--- config.mk ---
export PLATFORM = sky130hd
export DESIGN_NAME = serial_command_decoder
export DESIGN_NICKNAME = d
export VERILOG_FILES = /design/src/verilog/serial_command_decoder.v /design/src/verilog/sync2.v /design/src/verilog/tick_div.v
export VERILOG_INCLUDE_DIRS = /design/src /design/src/verilog
export SDC_FILE = /design/constraint.sdc
export NUM_CORES = 1
export LEC_CHECK = 0
export ABC_AREA = 1
export BUFFER_PORTS_ARGS = -buffer_cell sky130_fd_sc_hd__buf_2
export CELL_PAD_IN_SITES_DETAIL_PLACEMENT = 1
export CELL_PAD_IN_SITES_GLOBAL_PLACEMENT = 1
export CORE_MARGIN = 3
export CORE_UTILIZATION = 43
export CTS_BUF_LIST = sky130_fd_sc_hd__clkbuf_16
export DETAILED_ROUTE_END_ITERATION = 8
export PLACE_DENSITY_LB_ADDON = 0.1
export SLEW_MARGIN = 25
export SYNTH_ARGS = -nofsm -noshare
export SYNTH_HDL_FRONTEND = slang
export SYNTH_SLANG_ARGS = --single-unit
--- constraint.sdc ---
create_clock -name clk_sys -period 2.8 [get_ports clk_sys]
set_clock_uncertainty 0.1 [all_clocks]
set_input_delay 0.42 -clock clk_sys [delete_from_list [all_inputs] [get_ports clk_sys]]
set_output_delay 0.42 -clock clk_sys [all_outputs]
set_load 0.05 [all_outputs]
--- src/verilog/cmd_decoder_defs.vh ---
`ifndef CMD_DECODER_DEFS_VH
`define CMD_DECODER_DEFS_VH

// Single-byte opcodes
`define OP_WAKE 8'h02
`define OP_SLEEP 8'h04
`define OP_RESET 8'h06
`define OP_START 8'h08
`define OP_STOP 8'h0A
`define OP_TRIM 8'h1A
`define OP_RDC 8'h10
`define OP_SDC 8'h11
`define OP_RDATA 8'h12

// Two-byte opcode prefixes in bits 7:5
`define PFX_FETCH 3'h1
`define PFX_STORE 3'h2
`define PFX_COUNT 3'h0

// Timing, in master clock periods except RESET_MODS, which is in modulator periods
`define MCLK_PER_MOD 4
`define RESET_MODS 9
`define DECODE_MCLK 4
// Settling delay from start to first data ready, in modulator periods
`define SETTLE_MODS 68
// Register file
`define NUM_REGS 32
`define REG_RESET_VAL 8'h00

`endif

--- src/verilog/serial_command_decoder.v ---
`timescale 1ns/1ps
`include "cmd_decoder_defs.vh"

// Functional notes
// [RULE1] Host shares data, clock lines; own selects
// [RULE2] Clock master: source select high, enable set
// [RULE3] Start to data ready delay is fixed
// [RULE4] Host start pulse spans one modulator period
// [RULE5] Settling varies by one modulator period; code realigns the tick on each start, so settling is fixed
// [RULE6] Data out released while select high
// [RULE7] One-byte opcodes; fetch/store take two bytes
// [RULE8] Host holds select low through command
// [RULE9] Decode 7th edge, fetch/store 8th edge; code decodes 10h and 11h on the 8th edge
// [RULE10] System opcodes 02,04,06,08,0A,1A
// [RULE11] Readout opcodes 10,11,12
// [RULE12] Fetch 001 prefix, store 010 prefix
// [RULE13] Second byte 000 plus count minus one
// [RULE14] Continuous readout active after reset
// [RULE15] Fetch ignored during continuous readout
// [RULE16] Single readout repeatable on same result
// [RULE17] Host waits four clocks after wake
// [RULE18] Wake, sleep, reset accepted any time
// [RULE19] Sleep powers down all but reference
// [RULE20] Host sends only wake while asleep
// [RULE21] Reset restarts filter, clears registers
// [RULE22] Reset takes nine modulator periods
// [RULE23] Host spaces bytes four master clocks
// [RULE24] Fetch data MSB on 17th rising edge
// [RULE25] Host sends store data MSB first
// [RULE26] Unknown bytes ignored without effect
module serial_command_decoder #(
  parameter SETTLE_MODS = `SETTLE_MODS
) (
  // Clock, reset, enable
  input wire clk_sys,
  input wire sys_rst,
  input wire ce,
  // Serial port pins
  input wire cs_n,
  input wire sclk,
  input wire din,
  output reg dout,
  output reg dout_oe,
  // Conversion pins
  input wire start_pin,
  output reg data_ready_n,
  // Clock sharing
  input wire clock_source_select,
  output reg clk_out_en,
  // Conversion datapath
  input wire [15:0] conv_result,
  input wire conv_done,
  output reg conv_run,
  output reg filter_restart,
  output reg trim_start,
  output reg standby,
  output reg readout_cont,
  output reg reset_busy
);
  localparam [3:0] MOD_DIV = `MCLK_PER_MOD;
  localparam [1:0] ST_OP = 2'h0;
  localparam [1:0] ST_CNT = 2'h1;
  localparam [1:0] ST_DATA = 2'h2;
  localparam [7:0] SETTLE_W = SETTLE_MODS;
  localparam [3:0] RST_MODS = `RESET_MODS;

  wire cs_n_s;
  wire sclk_s;
  wire din_s;
  wire start_s;
  wire mod_tick;
  reg sclk_d_r;
  reg start_d_r;
  reg [7:0] shift_r;
  reg [3:0] bit_r;
  reg [1:0] state_r;
  reg is_store_r;
  reg [4:0] addr_r;
  reg [4:0] left_r;
  reg [7:0] regs_r [0:`NUM_REGS-1];
  reg [15:0] out_r;
  reg [15:0] held_r;
  reg [4:0] out_cnt_r;
  reg [7:0] settle_r;
  reg [3:0] rst_cnt_r;
  reg restart_nxt;
  reg rd_pend_r;
  reg tx_r;
  integer i;

  // Serial and start pins cross into clk_sys first
  sync2 #(.RESET_VAL(1'b1)) u_cs (
    .clk_sys(clk_sys), .sys_rst(sys_rst), .ce(ce), .d(cs_n), .q(cs_n_s));
  sync2 #(.RESET_VAL(1'b0)) u_sclk (
    .clk_sys(clk_sys), .sys_rst(sys_rst), .ce(ce), .d(sclk), .q(sclk_s));
  sync2 #(.RESET_VAL(1'b0)) u_din (
    .clk_sys(clk_sys), .sys_rst(sys_rst), .ce(ce), .d(din), .q(din_s));
  sync2 #(.RESET_VAL(1'b0)) u_start (
    .clk_sys(clk_sys), .sys_rst(sys_rst), .ce(ce), .d(start_pin), .q(start_s));

  // Modulator tick, realigned on each start edge
  tick_div #(.DIV(`MCLK_PER_MOD)) u_mod (
    .clk_sys(clk_sys), .sys_rst(sys_rst), .ce(ce),
    .restart(restart_nxt), .tick(mod_tick));

  wire sclk_fall = sclk_d_r & ~sclk_s & ~cs_n_s;
  wire sclk_rise = ~sclk_d_r & sclk_s & ~cs_n_s;
  wire [7:0] byte_now = {shift_r[6:0], din_s};
  // Seven bits in hand: the 7th falling edge completes the opcode view
  wire [7:0] op7 = {shift_r[5:0], din_s, 1'b0};
  wire edge7 = sclk_fall && bit_r == 4'd6 && state_r == ST_OP;
  wire edge8 = sclk_fall && bit_r == 4'd7;
  wire op_wake = edge7 && op7 == `OP_WAKE;
  wire op_sleep = edge7 && op7 == `OP_SLEEP;
  wire op_rst = edge7 && op7 == `OP_RESET;
  wire sys_ok = edge7 && !standby && !reset_busy;
  wire op_start = sys_ok && op7 == `OP_START;
  wire op_stop = sys_ok && op7 == `OP_STOP;
  wire op_trim = sys_ok && op7 == `OP_TRIM;
  // 10h and 11h differ only in bit 0, so they wait for the 8th edge
  wire sys_ok8 = edge8 && state_r == ST_OP && !standby && !reset_busy;
  wire op_rdc = sys_ok8 && byte_now == `OP_RDC;
  wire op_sdc = sys_ok8 && byte_now == `OP_SDC;
  wire op_rd = sys_ok && op7 == `OP_RDATA;
  wire start_rise = start_s & ~start_d_r;

  // Start request from pin edge or opcode
  always @* begin
    restart_nxt = start_rise | op_start | op_rst; // [RULE3]
  end

  // Serial shifter, opcode decode and register access
  always @(posedge clk_sys) begin
    if (sys_rst || (ce && op_rst)) begin
      sclk_d_r <= 1'b0;
      shift_r <= 8'h00;
      bit_r <= 4'h0;
      state_r <= ST_OP;
      is_store_r <= 1'b0;
      addr_r <= 5'h00;
      left_r <= 5'h00;
      out_r <= 16'h0000;
      out_cnt_r <= 5'h00;
      readout_cont <= 1'b1; // [RULE14]
      rd_pend_r <= 1'b0;
      tx_r <= 1'b0;
      standby <= 1'b0;
      trim_start <= 1'b0;
      for (i = 0; i < `NUM_REGS; i = i + 1) begin
        regs_r[i] <= `REG_RESET_VAL; // [RULE21]
      end
    end else if (ce) begin
      sclk_d_r <= sclk_s;
      trim_start <= op_trim; // [RULE10]
      if (cs_n_s) begin
        // Deselect abandons any partial command
        bit_r <= 4'h0;
        state_r <= ST_OP;
        out_cnt_r <= 5'h00;
        rd_pend_r <= 1'b0;
        tx_r <= 1'b0;
      end else if (sclk_fall) begin
        shift_r <= byte_now;
        bit_r <= (bit_r == 4'd7) ? 4'h0 : bit_r + 4'h1;
      end
      // Single-byte commands act on the 7th edge, except 10h and 11h on the 8th
      if (op_wake) begin
        standby <= 1'b0; // [RULE18]
      end
      if (op_sleep) begin
        standby <= 1'b1; // [RULE19]
      end
      if (op_rdc) begin
        readout_cont <= 1'b1; // [RULE11]
      end
      if (op_sdc) begin
        readout_cont <= 1'b0;
      end
      // Result loads on the 8th edge so the 8th rise cannot shift its MSB away
      if (op_rd) begin
        rd_pend_r <= 1'b1;
      end
      if (edge8 && rd_pend_r) begin
        rd_pend_r <= 1'b0;
        out_r <= held_r; // [RULE16]
        out_cnt_r <= 5'h10;
      end
      // Two-byte commands decode on the 8th edge
      if (edge8 && !cs_n_s && !standby && !reset_busy) begin
        case (state_r)
          ST_OP: begin
            if (byte_now[7:5] == `PFX_STORE) begin // [RULE12]
              is_store_r <= 1'b1;
              addr_r <= byte_now[4:0];
              state_r <= ST_CNT; // [RULE7]
            end else if (byte_now[7:5] == `PFX_FETCH && !readout_cont) begin // [RULE15]
              is_store_r <= 1'b0;
              addr_r <= byte_now[4:0];
              state_r <= ST_CNT; // [RULE9]
            end
          end
          ST_CNT: begin
            if (byte_now[7:5] == `PFX_COUNT) begin // [RULE13]
              left_r <= byte_now[4:0];
              state_r <= ST_DATA;
              if (!is_store_r) begin
                out_r <= {regs_r[addr_r], 8'h00}; // [RULE24]
                out_cnt_r <= 5'h08;
              end
            end else begin
              state_r <= ST_OP; // [RULE26]
            end
          end
          ST_DATA: begin
            if (is_store_r) begin
              regs_r[addr_r] <= byte_now; // [RULE25]
            end
            if (left_r == 5'h00) begin
              state_r <= ST_OP;
            end else begin
              left_r <= left_r - 5'h01;
              addr_r <= addr_r + 5'h01;
              if (!is_store_r) begin
                out_r <= {regs_r[addr_r + 5'h01], 8'h00};
                out_cnt_r <= 5'h08;
              end
            end
          end
          default: state_r <= ST_OP;
        endcase
      end
      // Shift out on rising edges while data remains
      if (sclk_rise && out_cnt_r != 5'h00 && !(edge8 && state_r != ST_OP)) begin
        // Present the MSB on this rise, then move the next bit up
        tx_r <= out_r[15]; // [RULE24]
        out_r <= {out_r[14:0], 1'b0};
        out_cnt_r <= out_cnt_r - 5'h01;
      end
    end
  end

  // Data out follows the shifter; released while deselected
  always @(posedge clk_sys) begin
    if (sys_rst) begin
      dout <= 1'b0;
      dout_oe <= 1'b0;
    end else if (ce) begin
      dout <= tx_r;
      dout_oe <= ~cs_n_s; // [RULE6]
    end
  end

  // Clock master drives its clock out when strapped
  always @(posedge clk_sys) begin
    if (sys_rst) begin
      clk_out_en <= 1'b0;
    end else if (ce) begin
      clk_out_en <= clock_source_select; // [RULE2]
    end
  end

  // Reset busy window counted in modulator periods
  always @(posedge clk_sys) begin
    if (sys_rst) begin
      rst_cnt_r <= 4'h0;
      reset_busy <= 1'b0;
      filter_restart <= 1'b0;
    end else if (ce) begin
      filter_restart <= op_rst | restart_nxt; // [RULE21]
      if (op_rst) begin
        rst_cnt_r <= RST_MODS; // [RULE22]
        reset_busy <= 1'b1;
      end else if (mod_tick && rst_cnt_r != 4'h0) begin
        rst_cnt_r <= rst_cnt_r - 4'h1;
        reset_busy <= (rst_cnt_r != 4'h1);
      end
    end
  end

  // Conversion control: fixed settle, then data ready per result
  always @(posedge clk_sys) begin
    if (sys_rst || (ce && op_rst)) begin
      start_d_r <= 1'b0;
      conv_run <= 1'b0;
      settle_r <= 8'h00;
      data_ready_n <= 1'b1;
      held_r <= 16'h0000;
    end else if (ce) begin
      start_d_r <= start_s;
      if (restart_nxt && !standby) begin
        conv_run <= 1'b1;
        settle_r <= SETTLE_W; // [RULE3]
        data_ready_n <= 1'b1;
      end else if (op_stop || op_sleep || (start_d_r && !start_s)) begin // [RULE19]
        conv_run <= 1'b0;
      end else if (settle_r != 8'h00) begin
        if (mod_tick) begin
          settle_r <= settle_r - 8'h01; // [RULE5]
        end
      end else if (conv_run && conv_done) begin
        held_r <= conv_result;
        data_ready_n <= 1'b0;
      end else if (sclk_fall) begin
        data_ready_n <= 1'b1;
      end
    end
  end
endmodule

--- src/verilog/sync2.v ---
`timescale 1ns/1ps
module sync2 #(
  parameter RESET_VAL = 1'b0
) (
  // Clock and reset
  input wire clk_sys,
  input wire sys_rst,
  input wire ce,
  // Async level
  input wire d,
  output reg q
);
  reg meta_r;

  // Two stages; only the second is read outside
  always @(posedge clk_sys) begin
    if (sys_rst) begin
      meta_r <= RESET_VAL;
      q <= RESET_VAL;
    end else if (ce) begin
      meta_r <= d;
      q <= meta_r;
    end
  end
endmodule

--- src/verilog/tick_div.v ---
`timescale 1ns/1ps
module tick_div #(
  parameter DIV = 4
) (
  // Clock and reset
  input wire clk_sys,
  input wire sys_rst,
  input wire ce,
  input wire restart,
  // One-cycle tick every DIV cycles
  output reg tick
);
  reg [7:0] cnt_r;

  // Restart keeps ticks aligned to the start edge
  // The restart cycle counts as the first, so ticks land every DIV cycles after it
  always @(posedge clk_sys) begin
    if (sys_rst) begin
      cnt_r <= 8'h00;
      tick <= 1'b0;
    end else if (ce && restart) begin
      cnt_r <= 8'h01;
      tick <= 1'b0;
    end else if (ce) begin
      if (cnt_r == DIV[7:0] - 8'h01) begin
        cnt_r <= 8'h00;
        tick <= 1'b1;
      end else begin
        cnt_r <= cnt_r + 8'h01;
        tick <= 1'b0;
      end
    end
  end
endmodule
# Word level (Yosys, flattened, before mapping)
# Memory sizes are Yosys's and may differ from the RTL's. A register that Yosys moved wholly into a read port is not among the register bits.
# Cells that the tools add are included.
[word_totals] word_cells=233 ff_bits=104 in_bits=25 mem_bits_rw=256 out_inout_bits=10 memories=1
[classes] n_eq_ne=22 n_addsub=7 n_reduce_logical=77 n_bitwise=15 n_mux=75
[memory_table] name="regs_r" words=32 word_bits=8 rd=2 rd_clocked_by_memory_dff=1 write_ports=32 line_no="serial_command_decoder.v:80" source="reg [7:0] regs_r [0:`NUM_REGS-1];"
[op_table] cell="16-bit two-way mux" count=7
[op_table] cell="5-bit two-way mux" count=15
[op_table] cell="8-bit two-way mux" count=6
[op_table] cell="16-bit case mux with 2 select lines" count=1
[op_table] cell="1-bit logical AND" count=31
[op_table] cell="1-bit two-way mux" count=31
[op_table] cell="5-bit case mux with 2 select lines" count=3
[op_table] cell="2-bit nonzero test" count=13
[op_table] cell="4-bit two-way mux" count=5
[op_table] cell="8-bit by 5-bit == test with 1-bit output, second input constant" count=2
[op_table] cell="5-bit AND reduction" count=3
[op_table] cell="7-bit by 2-bit == test with 1-bit output, second input constant" count=2
[op_table] cell="7-bit by 3-bit == test with 1-bit output, second input constant" count=2
[op_table] cell="7-bit by 4-bit == test with 1-bit output, second input constant" count=2
[op_table] cell="2-bit AND reduction" count=7
[op_table] cell="2-bit two-way mux" count=6
[op_table] cell="4-bit AND reduction" count=3
[op_table] cell="5-bit by 1-bit subtractor with 5-bit output, second input constant" count=2
[op_table] cell="8-bit by 1-bit adder with 8-bit output, second input constant" count=1
[op_table] cell="4-bit by 3-bit == test with 1-bit output, second input constant" count=2
[op_table] cell="8-bit by 2-bit == test with 1-bit output, second input constant" count=1
[op_table] cell="2-bit != test, second input constant" count=4
[op_table] cell="8-bit nonzero test" count=1
[op_table] cell="8-bit OR reduction" count=1
[op_table] cell="25 further kinds" count=45

# Longest topological paths before layout
[logic_depth] ltp_word=13 depth_mapped=19 mapped_depth_nobuf=16

# Hierarchy
# A second synthesis with hierarchy kept.
[hier_totals] hier_cells=2742 area_unflattened_um2=20075.5
[modules_own_cells] module="serial_command_decoder" instances=1 seq_area_each_um2=9529.1 cells_per_inst=2620 area_per_inst_um2=19267.2
[modules_own_cells] module="tick_div" instances=1 seq_area_each_um2=180.2 cells_per_inst=73 area_per_inst_um2=491.7
[modules_own_cells] module="sync2 at u_din ..." instances=3 seq_area_each_um2=40.0 cells_per_inst=13 area_per_inst_um2=81.3
[modules_own_cells] module="sync2 at u_cs" instances=1 seq_area_each_um2=40.0 cells_per_inst=10 area_per_inst_um2=72.6

# Least setup slack after synthesis
# No wires, ideal clock.
[synth_timing] path_kind="register -> register" from="register addr_r[0]" to="register out_r[10]" arrival_ns=2.526 setup_time_ns=0.070 path_buffers=6 period_less_slack_ns=2.696 setup_slack_ns=0.104 path_stages_with_launch=19 required_time_ns=2.630 cell_sequence="dfxtp_1 buf_2 inv_2 buf_2 clkbuf_1 ha_1 clkbuf_1 buf_2 clkbuf_1 nand2_1 nand3_1 nand3_1 nand3_1 nand3_1 nand2_1 nand2_1 nand2_1 nand2_1 a21oi_1"
[synth_between] elab_chain_len=7
[synth_lines] item="start: declaration" line_no="serial_command_decoder.v:78" source="reg [4:0] addr_r;"
[synth_lines] item="start signal: assignment" line_no="serial_command_decoder.v:194" source="addr_r <= byte_now[4:0];"
[synth_lines] item="start signal: assignment" line_no="serial_command_decoder.v:198" source="addr_r <= byte_now[4:0];"
[synth_lines] item="start signal: assignment" line_no="serial_command_decoder.v:222" source="addr_r <= addr_r + 5'h01;"
[synth_lines] item="5-bit by 1-bit adder with 5-bit output" line_no="serial_command_decoder.v:224" source="out_r <= {regs_r[addr_r + 5'h01], 8'h00};"
[synth_lines] item="memory read 32 x 8 bit"
[synth_lines] item="16-bit two-way mux" line_no="serial_command_decoder.v:223" source="if (!is_store_r) begin"
[synth_lines] item="16-bit two-way mux" line_no="serial_command_decoder.v:218" source="if (left_r == 5'h00) begin"
[synth_lines] item="16-bit case mux with 2 select lines" line_no="serial_command_decoder.v:190" source="case (state_r)"
[synth_lines] item="16-bit two-way mux" line_no="serial_command_decoder.v:189" source="if (edge8 && !cs_n_s && !standby && !reset_busy) begin"
[synth_lines] item="16-bit two-way mux" line_no="serial_command_decoder.v:233" source="if (sclk_rise && out_cnt_r != 5'h00 && !(edge8 && state_r != ST_OP)) begin"
[synth_lines] item="end signal: assignment" line_no="serial_command_decoder.v:185" source="out_r <= held_r;"
[synth_lines] item="end signal: assignment" line_no="serial_command_decoder.v:224"
[synth_lines] item="end signal: assignment" line_no="serial_command_decoder.v:236" source="out_r <= {out_r[14:0], 1'b0};"
[synth_lines] item="end: declaration" line_no="serial_command_decoder.v:81" source="reg [15:0] out_r;"
# No other way between the ends.
# A chain may end at the register's enable or synchronous reset.

# Worst setup path after layout
# Same ends and word-level chain as after synthesis.

==> flow_metrics.tcl <==
set metrics [dict create \
    drc_errors 0 \
    netSwitchingFraction_pct 23.2 \
    diodes 0 \
    relSlewSlack_pct 49.2 \
    die_width_um 223 \
    hpwl_mm 48.6 \
    critPathArrivalTime_ns 3.04 \
    async_flop_share_pct 0 \
    grt_pass1_wl_mm 114 \
    final_max_slew_viol_count 0 \
    start_kind "flip-flop" \
    final_nets 2787 \
    syn2layout_area_growth_pct 14.9 \
    cts_tree "yes" \
    ff2ff_setup_slack_ns 0.16 \
    clkSinkCount 365 \
    wl_per_cell_um 21.7 \
    antenna_found_initial 0 \
    p_leak_nw 9.93 \
    ir_drop_mv 0.493 \
    finish.instance_area_sq_um 23400 \
    finalWorstSetupSlack_ns 0.165 \
    drtPass1Iterations 6 \
    fmax_ghz 0.379 \
    finalHoldViolCount 0 \
    drv_cap 0 \
    placement.io_buffers 34 \
    timing.final.crit_period_ns 2.64 \
    tightest_slew_ns 0.762 \
    track_usage_pct 29.6 \
    num_rows 79 \
    fp.dieH_um 223 \
    synth-simple-area-share_pct 36.6 \
    yosys.cell_types.count 41 \
    synth.most_common_cell "nand2_1" \
    dpl_cell_area_sq_um 21900 \
    place_congestion 0.917 \
    cts_buffer_depth 3 \
    path_delay_family "simple AND/OR/NAND/NOR gates" \
    grt_pass1_vias 19752 \
    post-route-period-util_pct 94.1 \
    p_sw_mw 2.86 \
    endpoint_kind "flip-flop" \
    power.share.clock_pct 45.7 \
    grt_max_degree 110 \
    ys_seq_area_share_pct 48.5 \
    worst_ep_required_time_ns 3.20 \
    slowest_stage "dfxtp_4" \
    setup_viol 0 \
    ys.flop_type "edfxtp_1" \
    synthAdderAreaFrac_pct 1.05 \
    drtAntennaViolNets 0 \
    cp_max_fo 59 \
    crit_start "addr_r[0]" \
    layout-drive-gt1-share_pct 11.4 \
    cts_buffers 43 \
    path_cells "clkinv_2, ha_2, buf_12, nand3_1, nand3_1, nand3_1, nand3_1, nand3_1, nand2_1, nand2_1, nand2_1, nand2_1, a21oi_1" \
    p_comb_share_pct 5.1 \
    synth_edf_count 256 \
    place_ws_ns 0.0633 \
    root_buffer "clkbuf_16" \
    p_int_mw 9.46 \
    via_per_inst 5.61 \
    synth_common_cells "nand2_1, nand3_1, nor2_1" \
    synth.top_cell.area_share_pct 37.8 \
    cp-endpoint "out_r[10]" \
    ys_seq_elements 365 \
    path_buf_inv 2 \
    vias 19000 \
    synthCells 2700 \
    power_density_nw_per_um2 527 \
    cp_slowest_stage_delay_ns 0.41 \
    initial_core_util_pct 43.6 \
    synth_largest_area_cell "edfxtp_1" \
    synth_area_leaders "edfxtp_1, nand2_1, dfxtp_1" \
    syn_avg_cell_area_sq_um 7.53 \
    wirelength_mm 73.6 \
    finalPower_mw 12.3 \
    hold_path_class "input port to flip-flop" \
    clkSlewWorstSetupHoldPaths_ns 0.06 \
    ios 35 \
    tns_ns 0 \
    reg2reg_to "out_r[10]" \
    dieArea_sq_um 49900 \
    cp.depth 13 \
    grt-ovfl-total 0 \
    status "finished clean" \
    htree_levels 2 \
    synth-compound-area-share_pct 6.03 \
    drt-initial-drc-count 1487 \
    syn_area_sq_um 20300 \
    yosys_warnings 0 \
    ff2ff_path_depth 13 \
    cp_common_cell "nand3_1" \
    synth_top_family_by_area "simple AND/OR/NAND/NOR gates" \
    synthXorXnorAreaFrac_pct 0.689 \
    reg2reg_from "addr_r[0]" \
    clk_latency_ns 0.58 \
    crit_type "flip-flop to flip-flop" \
    pwr-share-seq_pct 49.2 \
    muxShareOfSynthArea_pct 0 \
    synth_fp_nets 2742 \
    core_sq_um 46700 \
]
registers in the layout (all words and copies together) (netlist names), 2 cells and up, named ones only:
register	cells
regs_r	256
held_r	16
out_r	16
settle_r	8
u_mod.cnt_r	8
shift_r	7
addr_r	5
left_r	5
out_cnt_r	5
bit_r	4
rst_cnt_r	4
state_r	2
cells in the final DEF (no fill, tap or decap), types with 4 or more instances in the layout:
| master | n |
|---|---|
| nor2_2 | 12 |
| ha_1 | 15 |
| bufinv_16 | 5 |
| nand3b_1 | 4 |
| buf_12 | 21 |
| nand2_4 | 33 |
| xnor2_1 | 4 |
| inv_1 | 208 |
| dlygate4sd3_1 | 5 |
| nand3_1 | 419 |
| buf_2 | 34 |
| o211ai_1 | 30 |
| nor3_1 | 16 |
| xor2_1 | 10 |
| a31oi_1 | 12 |
| dfxtp_1 | 106 |
| clkinv_2 | 11 |
| a211oi_1 | 4 |
| buf_4 | 104 |
| edfxtp_1 | 256 |
| clkinv_1 | 6 |
| nor2_8 | 4 |
| nand3_2 | 4 |
| nor2_1 | 375 |
| a21oi_1 | 70 |
| nand2_1 | 795 |
| o21ai_0 | 94 |
| nor3b_1 | 16 |
| clkbuf_16 | 44 |
| nand2_2 | 12 |
| inv_2 | 9 |
cell type report:
class / count / area [sq um]
fill: 5797 / 23300
sequential: 365 / 9880
multi-input combinational: 1956 / 9070
timing repair buffer: 165 / 1450
clock buffer: 44 / 1100
inverter: 214 / 808
tap: 607 / 759
clock inverter: 33 / 304
logic make-up (layout without fill, tap and decap cells):
logic type,Yosys count,in the layout
and+or+nand+nor,1703,1703
buffers and inverters,379,456
DFF,365,365
AOI/OAI and AO/OA,220,220
adders and majority gates,17,17
xor gates and xnor gates,16,16
routing by layer:
| metal | track usage [%] | vias to the layer above | share of wire [%] |
|---|---|---|---|
| met1 | 37.2 | 9356 | 41 |
| met4 | 12.9 | 0 | 4.4 |
| met3 | 3.36 | 166 | 5.0 |
| met5 | 0 | - | 0 |
| met2 | 51.5 | 566 | 50 |
| li1 | - | 8912 | - |
power groups by stage:
stage / combinational, mW / clock [mW] / sequential [mW]
floorplan: 0.398 / 0 / 6.14
global placement: 0.595 / 0 / 6.17
detailed placement: 0.621 / 0 / 6.17
CTS: 0.631 / 5.74 / 6.06
global route: 0.707 / 5.95 / 6.08
finish: 0.631 / 5.63 / 6.06
worst min-delay path by stage:
| stage | startpoint | endpoint | slack, ns | cells past startpoint |
|---|---|---|---|---|
| detailed placement | u_cs.meta_r | u_cs.meta_r | 0.35 | 2 |
| floorplan | u_cs.meta_r | u_cs.meta_r | 0.33 | 2 |
| global placement | u_cs.meta_r | u_cs.meta_r | 0.34 | 2 |
| CTS | conv_result[3] | held_r[3] | 0.005 | 3 |
| finish | conv_result[3] | held_r[3] | 0.03 | 3 |
| global route | conv_result[10] | held_r[10] | 0.03 | 3 |
worst register-to-register path: stages, from the launching register on:
cell	delay, ns
dfxtp_4	0.41
clkinv_2	0.10
ha_2	0.37
buf_12	0.29
nand3_1	0.21
nand3_1	0.12
nand3_1	0.17
nand3_1	0.20
nand3_1	0.10
nand2_1	0.15
nand2_1	0.11
nand2_1	0.08
nand2_1	0.05
a21oi_1	0.11
what timing repair did:
item | CTS | global route
resized for setup | 0 | 13
endpoints found under the setup margin | 0 | 259
setup buffers | 0 | 1
endpoints found under the hold margin | 5 | 0
hold buffers | 5 | 0
metrics by stage:
| stage | hold WS [ns] | cells | util (%) |
|---|---|---|---|
| global route | 0.0330 | 3384 | 50.1 |
| detailed placement | 0.347 | 3301 | 46.8 |
| global placement | 0.341 | 3301 | 46.8 |
| CTS | 0.00471 | 3383 | 50.0 |
| finish | 0.0297 | 3384 | 50.1 |
| floorplan | 0.329 | 2700 | - |
(Power assumes the default switching activity.)
